==> src/simd_alu_map.vh <==
// Function
// - test_and_op Flag_setting_and first operand with flexible operand; flags only, no write.
// - test_xor_op XORs first operand with flexible operand; flags only, result dropped.
// - neither test operation writes a register; only flags change.
// - test operations set negative and zero from the 32-bit result.
// - test operations take carry only from the operand shifter carry.
// - test operations leave overflow unchanged.
// - after test_xor_op negative equals xor of both operand sign bits.
// - an operation whose condition fails writes no result or flags; illegal_reg_ff still reports sp or pc.
// - packed_uhalf_add adds two 16-bit lanes into matching destination lanes.
// - packed_ubyte_add adds four 8-bit lanes into matching destination bytes.
// - uexch_add_sub: low = a.lo - b.hi, high = a.hi + b.lo.
// - uexch_sub_add: low = a.lo + b.hi, high = a.hi - b.lo.
// - packed and exchange add/sub leave all flags unchanged.
// - halving_uhalf_add adds 16-bit lanes, halves each sum.
// - halving_ubyte_add adds 8-bit lanes, halves each sum.
// - halving_uexch_add_sub: high=(a.hi+b.lo)/2, low=(a.lo-b.hi)/2.
// - halving_uexch_sub_add: high=(a.hi-b.lo)/2, low=(a.lo+b.hi)/2.
// - halving exchange results shift right one bit; flags unchanged.
// - halving_uhalf_sub subtracts 16-bit lanes, halves each difference.
// - halving_ubyte_sub subtracts 8-bit lanes, halves each difference.
`ifndef SIMD_ALU_MAP_VH
`define SIMD_ALU_MAP_VH
// ----------------------------------------
// operation codes
// ----------------------------------------
`define OP_TEST_AND 4'h0
`define OP_TEST_XOR 4'h1
`define OP_PACKED_UHALF_ADD 4'h2
`define OP_PACKED_UBYTE_ADD 4'h3
`define OP_UEXCH_ADD_SUB 4'h4
`define OP_UEXCH_SUB_ADD 4'h5
`define OP_HALVING_UHALF_ADD 4'h6
`define OP_HALVING_UBYTE_ADD 4'h7
`define OP_HALVING_UEXCH_ADD_SUB 4'h8
`define OP_HALVING_UEXCH_SUB_ADD 4'h9
`define OP_HALVING_UHALF_SUB 4'ha
`define OP_HALVING_UBYTE_SUB 4'hb
// ----------------------------------------
// condition codes
// ----------------------------------------
`define CC_EQ 4'h0
`define CC_NE 4'h1
`define CC_CS 4'h2
`define CC_CC 4'h3
`define CC_MI 4'h4
`define CC_PL 4'h5
`define CC_VS 4'h6
`define CC_VC 4'h7
`define CC_HI 4'h8
`define CC_LS 4'h9
`define CC_GE 4'ha
`define CC_LT 4'hb
`define CC_GT 4'hc
`define CC_LE 4'hd
`define CC_AL 4'he
// ----------------------------------------
// flag positions in {n,z,c,v}
// ----------------------------------------
`define FLAG_N 3
`define FLAG_Z 2
`define FLAG_C 1
`define FLAG_V 0
`define FLAGS_RESET 4'h0
`define REG_SP 4'hd
`define REG_PC 4'hf
`endif

==> src/simd_unsigned_add_sub_test_alu.v <==
`timescale 1ns/1ps
`include "simd_alu_map.vh"
module simd_unsigned_add_sub_test_alu #(
  parameter WIDTH = 32
) (
  input wire core_clk,
  input wire rst_n,
  input wire issue_valid,
  input wire [3:0] op_code,
  input wire [3:0] cond_code,
  input wire dest_given,
  input wire [3:0] dest_reg,
  input wire [3:0] first_operand_reg,
  input wire [WIDTH-1:0] first_operand,
  input wire [WIDTH-1:0] flexible_second_operand,
  input wire shifter_carry,
  input wire shifter_carry_valid,
  output reg [WIDTH-1:0] result_ff,
  output reg [3:0] result_reg_ff,
  output reg result_write_ff,
  output reg [3:0] program_status_flags_ff,
  output reg flags_write_ff,
  output reg illegal_reg_ff
);

  // ----------------------------------------
  // condition evaluation
  // ----------------------------------------
  function cond_pass;
    input [3:0] cc;
    input [3:0] f;
    reg n, z, c, v;
    begin
      n = f[`FLAG_N];
      z = f[`FLAG_Z];
      c = f[`FLAG_C];
      v = f[`FLAG_V];
      case (cc)
        `CC_EQ: cond_pass = z;
        `CC_NE: cond_pass = ~z;
        `CC_CS: cond_pass = c;
        `CC_CC: cond_pass = ~c;
        `CC_MI: cond_pass = n;
        `CC_PL: cond_pass = ~n;
        `CC_VS: cond_pass = v;
        `CC_VC: cond_pass = ~v;
        `CC_HI: cond_pass = c & ~z;
        `CC_LS: cond_pass = ~c | z;
        `CC_GE: cond_pass = (n == v);
        `CC_LT: cond_pass = (n != v);
        `CC_GT: cond_pass = ~z & (n == v);
        `CC_LE: cond_pass = z | (n != v);
        default: cond_pass = 1'b1;
      endcase
    end
  endfunction

  // sp or pc is unpredictable; flagged, and the write is suppressed
  function is_banned;
    input [3:0] r;
    begin
      is_banned = (r == `REG_SP) || (r == `REG_PC);
    end
  endfunction

  // ----------------------------------------
  // lane arithmetic
  // ----------------------------------------
  wire [WIDTH-1:0] a = first_operand;
  wire [WIDTH-1:0] b = flexible_second_operand;
  wire [WIDTH-1:0] b_swap = {b[15:0], b[31:16]};
  wire [WIDTH-1:0] byte_sum;
  wire [WIDTH-1:0] byte_hsum;
  wire [WIDTH-1:0] byte_hdiff;
  wire [16:0] hs_lo_sum;
  wire [16:0] hs_hi_sum;
  wire [16:0] hs_lo_dif;
  wire [16:0] hs_hi_dif;
  wire [16:0] hx_lo_sum;
  wire [16:0] hx_hi_sum;
  wire [16:0] hx_lo_dif;
  wire [16:0] hx_hi_dif;

  genvar gi;
  generate
    for (gi = 0; gi < 4; gi = gi + 1) begin : g_byte
      wire [8:0] s9 = {1'b0, a[8*gi+7:8*gi]} + {1'b0, b[8*gi+7:8*gi]};
      wire [8:0] d9 = {1'b0, a[8*gi+7:8*gi]} - {1'b0, b[8*gi+7:8*gi]};
      assign byte_sum[8*gi+7:8*gi] = s9[7:0];
      assign byte_hsum[8*gi+7:8*gi] = s9[8:1];
      assign byte_hdiff[8*gi+7:8*gi] = d9[8:1];
    end
  endgenerate

  // straight lanes (a.lo with b.lo, a.hi with b.hi)
  assign hs_lo_sum = {1'b0, a[15:0]} + {1'b0, b[15:0]};
  assign hs_hi_sum = {1'b0, a[31:16]} + {1'b0, b[31:16]};
  assign hs_lo_dif = {1'b0, a[15:0]} - {1'b0, b[15:0]};
  assign hs_hi_dif = {1'b0, a[31:16]} - {1'b0, b[31:16]};
  // crossed lanes (a.lo with b.hi, a.hi with b.lo)
  assign hx_lo_sum = {1'b0, a[15:0]} + {1'b0, b_swap[15:0]};
  assign hx_hi_sum = {1'b0, a[31:16]} + {1'b0, b_swap[31:16]};
  assign hx_lo_dif = {1'b0, a[15:0]} - {1'b0, b_swap[15:0]};
  assign hx_hi_dif = {1'b0, a[31:16]} - {1'b0, b_swap[31:16]};

  wire [WIDTH-1:0] and_res = a & b;
  wire [WIDTH-1:0] xor_res = a ^ b;

  // ----------------------------------------
  // operation select
  // ----------------------------------------
  reg [WIDTH-1:0] nxt_result;
  reg is_test;
  reg known_op;
  always @* begin
    nxt_result = {WIDTH{1'b0}};
    is_test = 1'b0;
    known_op = 1'b1;
    case (op_code)
      `OP_TEST_AND: begin
        nxt_result = and_res;
        is_test = 1'b1;
      end
      `OP_TEST_XOR: begin
        nxt_result = xor_res;
        is_test = 1'b1;
      end
      `OP_PACKED_UHALF_ADD: begin
        nxt_result = {hs_hi_sum[15:0], hs_lo_sum[15:0]};
      end
      `OP_PACKED_UBYTE_ADD: begin
        nxt_result = byte_sum;
      end
      `OP_UEXCH_ADD_SUB: begin
        nxt_result = {hx_hi_sum[15:0], hx_lo_dif[15:0]};
      end
      `OP_UEXCH_SUB_ADD: begin
        nxt_result = {hx_hi_dif[15:0], hx_lo_sum[15:0]};
      end
      `OP_HALVING_UHALF_ADD: begin
        nxt_result = {hs_hi_sum[16:1], hs_lo_sum[16:1]};
      end
      `OP_HALVING_UBYTE_ADD: begin
        nxt_result = byte_hsum;
      end
      `OP_HALVING_UEXCH_ADD_SUB: begin
        nxt_result = {hx_hi_sum[16:1], hx_lo_dif[16:1]};
      end
      `OP_HALVING_UEXCH_SUB_ADD: begin
        nxt_result = {hx_hi_dif[16:1], hx_lo_sum[16:1]};
      end
      `OP_HALVING_UHALF_SUB: begin
        nxt_result = {hs_hi_dif[16:1], hs_lo_dif[16:1]};
      end
      `OP_HALVING_UBYTE_SUB: begin
        nxt_result = byte_hdiff;
      end
      default: begin
        known_op = 1'b0;
      end
    endcase
  end

  // ----------------------------------------
  // commit
  // ----------------------------------------
  wire [3:0] eff_dest = dest_given ? dest_reg : first_operand_reg;
  wire passed = issue_valid & known_op &
    cond_pass(cond_code, program_status_flags_ff);
  wire banned = is_banned(first_operand_reg) |
    (~is_test & is_banned(eff_dest));

  reg [3:0] nxt_flags;
  always @* begin
    nxt_flags = program_status_flags_ff;
    if (passed & is_test) begin
      nxt_flags[`FLAG_N] = nxt_result[WIDTH-1];
      nxt_flags[`FLAG_Z] = ~|nxt_result;
      if (shifter_carry_valid)
        nxt_flags[`FLAG_C] = shifter_carry;
      // overflow bit is left as it was
    end
  end

  always @(posedge core_clk) begin
    if (!rst_n) begin
      result_ff <= {WIDTH{1'b0}};
      result_reg_ff <= 4'h0;
      result_write_ff <= 1'b0;
      program_status_flags_ff <= `FLAGS_RESET;
      flags_write_ff <= 1'b0;
      illegal_reg_ff <= 1'b0;
    end else begin
      program_status_flags_ff <= nxt_flags;
      flags_write_ff <= passed & is_test;
      result_write_ff <= passed & ~is_test & ~banned;
      illegal_reg_ff <= issue_valid & known_op & banned;
      if (passed & ~is_test) begin
        result_ff <= nxt_result;
        result_reg_ff <= eff_dest;
      end
    end
  end

endmodule // simd_unsigned_add_sub_test_alu

==> config.mk <==
export PLATFORM = sky130hd
export DESIGN_NAME = simd_unsigned_add_sub_test_alu
export DESIGN_NICKNAME = d
export VERILOG_FILES = /design/src/simd_unsigned_add_sub_test_alu.v
export VERILOG_INCLUDE_DIRS = /design/src
export SDC_FILE = /design/constraint.sdc
export NUM_CORES = 1
export LEC_CHECK = 0
export BUFFER_PORTS_ARGS = -buffer_cell sky130_fd_sc_hd__buf_4
export CAP_MARGIN = 20
export CORE_MARGIN = 2
export CORE_UTILIZATION = 30
export DETAILED_ROUTE_END_ITERATION = 10
export GPL_TIMING_DRIVEN = 0
export HOLD_SLACK_MARGIN = 0.15
export PLACE_DENSITY_LB_ADDON = 0.05
export SETUP_SLACK_MARGIN = 0.4
export SKIP_CTS_REPAIR_TIMING = 1
export SLEW_MARGIN = 10
export SYNTH_ARGS = -nofsm -noshare
export SYNTH_HDL_FRONTEND = slang
export SYNTH_SLANG_ARGS = --single-unit
==> constraint.sdc <==
create_clock -name core_clk -period 6.15 [get_ports core_clk]
set_clock_uncertainty 0.15 [all_clocks]
set_input_delay 0.3075 -clock core_clk [delete_from_list [all_inputs] [get_ports core_clk]]
set_output_delay 0.3075 -clock core_clk [all_outputs]
set_load 0.005 [all_outputs]
### Yosys cells after proc, flatten, opt, wreduce, memory -nomap -nowiden

Index checks and enable logic that the tools add are counted.

| cells by class | value |
|---|---|
| $mul | 0 |
| reduce and logical (&&, ||, !) cells | 11 |
| add/sub/neg operators | 16 |
| order comparisons | 0 |
| bitwise logic cells | 19 |
| eq/ne operators | 27 |
| shift-type cells | 0 |
| mux-type cells | 5 |
| div/mod/pow operators | 0 |

Operator list:

| cell | count |
|---|---|
| $pmux W32 S12 | 1 |
| $add A16 B16 Y17 | 4 |
| $sub A16 B16 Y17 | 4 |
| $eq A4 B4 Y1 const B | 14 |
| $add A8 B8 Y9 | 4 |
| $sub A8 B8 Y9 | 4 |
| $and A32 B32 Y32 | 1 |
| $reduce_or A32 Y1 | 1 |
| $xor A32 B32 Y32 | 1 |
| $eq A4 B3 Y1 const B | 7 |
| $eq A4 B2 Y1 const B | 4 |
| $reduce_or A12 Y1 | 1 |
| $pmux W1 S11 | 1 |
| $and A1 B1 Y1 | 9 |
| $eq A4 B1 Y1 const B | 2 |
| $logic_not A4 Y1 | 2 |
| $reduce_or A2 Y1 | 3 |
| $not A1 Y1 | 5 |
| $mux W4 | 1 |
| $or A1 B1 Y1 | 3 |
| $logic_or A1 B1 Y1 | 2 |
| $mux W1 | 2 |
| $reduce_and A2 Y1 | 1 |
| $logic_not A1 Y1 | 1 |

| storage, ports and cells | value |
|---|---|
| memories kept | 0 |
| logic and storage cells | 85 |
| input port bits | 86 |
| bits in read-only memories | 0 |
| latch bits | 0 |
| output and inout bits | 43 |
| flip-flop bits (word level) | 42 |
| RAM bits | 0 |

### Logic depth before layout (Yosys ltp)

| depth | value |
|---|---|
| depth in word-level cells | 8 |
| depth in mapped cells | 15 |
| mapped depth without buffers | 15 |

### Worst setup path before layout

Ideal clock, no wire load.

| path | value |
|---|---|
| kind | input to register |
| from | in first_operand[0] |
| to | reg program_status_flags_ff[2] |
| library setup time | 0.059 ns |
| data arrival time | 3.327 ns |
| slack | 2.614 ns |
| path buffers | 0 |
| stages | 14 |
| cells stage by stage | inv_1 ha_1 fa_1 nand2b_1 a2111oi_4 nor2b_2 o21ai_1 xnor2_1 o22ai_1 a2111oi_1 nand2_1 or4_1 nor4_1 a31o_1 |

| between the ends | value |
|---|---|
| cells in the longest elaborated chain, start to end | 4 |

Ends and longest elaborated chain:

| element | line | text |
|---|---|---|
| start, declared | simd_unsigned_add_sub_test_alu.v:14 | `input wire [WIDTH-1:0] first_operand,` |
| $sub A16 B16 Y17, or another cell as far along | simd_unsigned_add_sub_test_alu.v:98 | `assign hs_lo_dif = {1'b0, a[15:0]} - {1'b0, b[15:0]};` |
| $pmux W32 S12 * | simd_unsigned_add_sub_test_alu.v:119 | `case (op_code)` |
| $reduce_or A32 Y1 * | simd_unsigned_add_sub_test_alu.v:178 | `` nxt_flags[`FLAG_Z] = ~\|nxt_result; `` |
| $logic_not A1 Y1 * | simd_unsigned_add_sub_test_alu.v:178 |  |
| end signal, assigned | simd_unsigned_add_sub_test_alu.v:190 | `` program_status_flags_ff <= `FLAGS_RESET; `` |
| end signal, assigned | simd_unsigned_add_sub_test_alu.v:194 | `program_status_flags_ff <= nxt_flags;` |
| end, declared | simd_unsigned_add_sub_test_alu.v:21 | `output reg [3:0] program_status_flags_ff,` |

Mark *: on every way between the ends. The rest lies on a longest branch, timed or not.
A chain may end at the register's enable or synchronous reset.

### Worst setup path after layout

| path | value |
|---|---|
| from | in op_code[2] |
| to | reg program_status_flags_ff[2] |

| between the ends | value |
|---|---|
| cells in the longest elaborated chain, start to end | 6 |

Ends and longest elaborated chain:

| element | line | text |
|---|---|---|
| start, declared | simd_unsigned_add_sub_test_alu.v:9 | `input wire [3:0] op_code,` |
| $eq A4 B4 Y1, or another cell as far along | simd_unsigned_add_sub_test_alu.v:119 |  |
| $reduce_or A12 Y1 (no source line) | n/a |  |
| $mux W1 | simd_unsigned_add_sub_test_alu.v:119 |  |
| $and A1 B1 Y1 (2 in series) | simd_unsigned_add_sub_test_alu.v:168 | `wire passed = issue_valid & known_op &` |
| $and A1 B1 Y1 | simd_unsigned_add_sub_test_alu.v:176 | `if (passed & is_test) begin` |

Parallel ways exist; a longest one is shown, timed or not.

==> results by group <==
Layout
  – Share of post-route cells with drive strength above 1: 0.139
  – Post-route cell area: 14300 sq um
  – Most common cell after layout, fill and taps aside: nor2_1
  – Fin nets: 2167
  – Area Growth Syn to Fin: 14.8%
  – Util after Layout: 0.350
  – Commonest cells after routing, fill and taps aside: nor2_1 (186), nand2_1 (155), buf_4 (141)
  – Antenna diodes: 0

Synthesis
  – Gate Count Post-Synth: 1796
  – Multiplexer share of the synthesized area: 0.0437
  – Leading area contributor after synthesis: ha_1
  – Sequential area share after synthesis: 0.0674
  – Post-synthesis adder-cell area fraction: 0.154
  – Async S/R FF share, synth: 0
  – Top_reg_cell synth: dfxtp_1
  – Synth area leaders: ha_1 (13%), dfxtp_1 (6.7%), nor2_1 (5.6%)
  – Synth Area per Inst: 6.95 sq um
  – YS warnings: 0
  – Post-Syn Area: 12500 sq um
  – Syn Nets: 2028
  – Synth cell types: 113
  – Main combinational cell family by area after synthesis: compound AO/OA/AOI/OAI gates
  – Synth Area in Compound Gates: 0.336
  – Simple-Gate Fraction of Synth Area: 0.256
  – XOR/XNOR Fraction of Synth Area: 0.0617
  – Area share of the largest cell type after synthesis: 0.134
  – Synthesized flop and latch total: 42
  – Post-synth EDFFs: 0

CTS
  – Clock tree root buffer cell: clkbuf_16
  – Clock Latency Late Sink: 0.29 ns
  – Clock transition at the registers of the reported paths: 0.06 ns
  – Max clock buf depth: 2
  – Sink Count: 42
  – CTS tree: done
  – CTS H-tree depth: 2
  – CTS Buf Count: 5

Timing
  – Hold Slack: 0.135 ns
  – Setup_tns: 0 ns
  – Worst slew margin: 0.199
  – Fin crit period: 4.90 ns
  – Crit share post-route: 0.797
  – Slew @ Worst Pin: 1.20 ns
  – Max-slew violation count: 0
  – Setup violations, final: 0
  – Hold Vio Cnt, Final: 0
  – RSZ-0062 raised after global routing: false
  – Fmax: 204 MHz

Floorplan
  – Row Count: 74
  – Die footprint: 43300 sq um
  – Initial Util: 0.305
  – Die Y: 208 um
  – Die W: 208 um
  – Core area: 40900 sq um
  – Top Ports: 129

Placement
  – Placed cell areas: 14200 sq um
  – IO Port Bufs: 124
  – Gp weighted congestion: 0.963
  – Hpwl dp: 58200 um

Status
  – Outcome: finished clean

Routing
  – DRC Markers: 0
  – DR pass1 iterations: 7
  – Total routed wirelength: 71300 um
  – Final ANT Viol Nets: 0
  – DR iter-0 viols: 1614
  – DR vias/cell: 6.08
  – Routed WL per cell: 28.9 um
  – DR vias: 15000

Global routing
  – Total grt overflow: 0
  – Vias in the first global route: 14300
  – Largest net degree at the start of global routing: 14
  – Initial antenna violation count: 0
  – GRT Overall Usage: 0.318
  – First-pass GRT wire length: 101000 um

Setup path
  – Critical path class: primary input to flop
  – Crit start category: primary input
  – Critical-path cell list: buf_4 > buf_2 > nor2b_1 > nand2_1 > clkbuf_8 > clkbuf_1 > nor4_1 > a211oi_1 > nand4_1 > nor4b_1 > nand4_1 > nor4_1 > a31o_1
  – Worst Path Required: 6.24 ns
  – Crit. End Element: flop
  – Crit path max-delay cell type: clkbuf_1
  – Largest stage delay, worst path: 0.91 ns
  – CP Data Arrival Time: 4.99 ns
  – CP max FO: 10

Pwr
  – Power density over the cells: 145 nW/um^2
  – Leakage: 5.75 nW
  – Maximum VDD drop: 94.5 uV

Min path
  – HP Class: primary input to flop

Flow run
  – Max-Cap Viols: 0
[area by class of cell]
class,count,area (sq um)
timing repair buffer,132,1000
clock buffer,6,139
sequential,42,841
buffer,122,637
inverter,98,370
clock inverter,2,12.5
tap,532,666
fill,4606,26600
multi-input combinational,1534,10700
[registers in the layout, indices dropped and copies added (netlist names)]
register                 flops
result_reg_ff                4
program_status_flags_ff      3
flags_write_ff               1
result_ff                   32
illegal_reg_ff               1
result_write_ff              1
[kinds of logic after synthesis]
group	count (synthesis)
AO/OA/AOI/OAI	596
AND/OR/NAND/NOR	650
buffers and inverters	220
other	1
flip-flops	42
adder cells (fa/ha/maj)	146
multiplexers	53
XOR/XNOR	88
[cell usage after synthesis, drive strengths merged, types with 8 or more instances]
cell type	number
mux2i	50
a21oi	126
nor4	28
xor2	22
and3	8
fa	12
and2	10
nand3	43
o22ai	42
a211oi	51
o221ai	15
ha	134
o211ai	24
a22oi	17
o2111ai	13
nor2	191
a31oi	27
o31ai	19
nor3	72
o21a	10
nand2b	36
nand4	18
nand2	157
clkbuf	55
inv	97
a21o	16
a2111oi	10
buf	67
or3	10
dfxtp	42
xnor2	66
o21ai	115
nor2b	37
a221oi	13
[power by group]
group          total, mW  switching (mW)  internal, mW
registers          0.305          0.0121         0.293
clock network      0.276           0.115         0.161
logic               1.50           0.980         0.523
total               2.08            1.11         0.977
[critical path: cells and delay by family]
| family | cells | cell delay [ns] |
|---|---|---|
| buffers and inverters | 4 | 1.61 |
| AND/OR/NAND/NOR | 7 | 2.67 |
| AO/OA/AOI/OAI | 2 | 0.39 |
[metrics by stage]
step	setup WS, ns	power, mW	std cells
finish	1.25	2.08	2468
CTS	1.57	2.06	2468
global placement	0.967	1.77	2452
floorplan	2.61	1.24	1796
detailed placement	1.30	1.78	2460
global route	1.27	2.22	2468
[metal layers]
layer	up-vias	track usage	share of wire
li1	6938	-	-
met1	7252	0.440	0.44
met2	689	0.473	0.42
met3	130	0.0566	0.076
met4	0	0.156	0.060
met5	-	0	0
[worst paths after layout]
kind                                            startpoint                    endpoint  slack (ns)  cells after the start
worst max-delay path                            op_code[2]  program_status_flags_ff[2]        1.25                     13
worst min register to register               result_ff[26]               result_ff[26]        0.35                      2
worst max register to register  program_status_flags_ff[2]               result_ff[25]        3.07                      9
worst min-delay path                         shifter_carry  program_status_flags_ff[1]        0.13                      3
No activity file was read; power rests on OpenSTA's default activity.
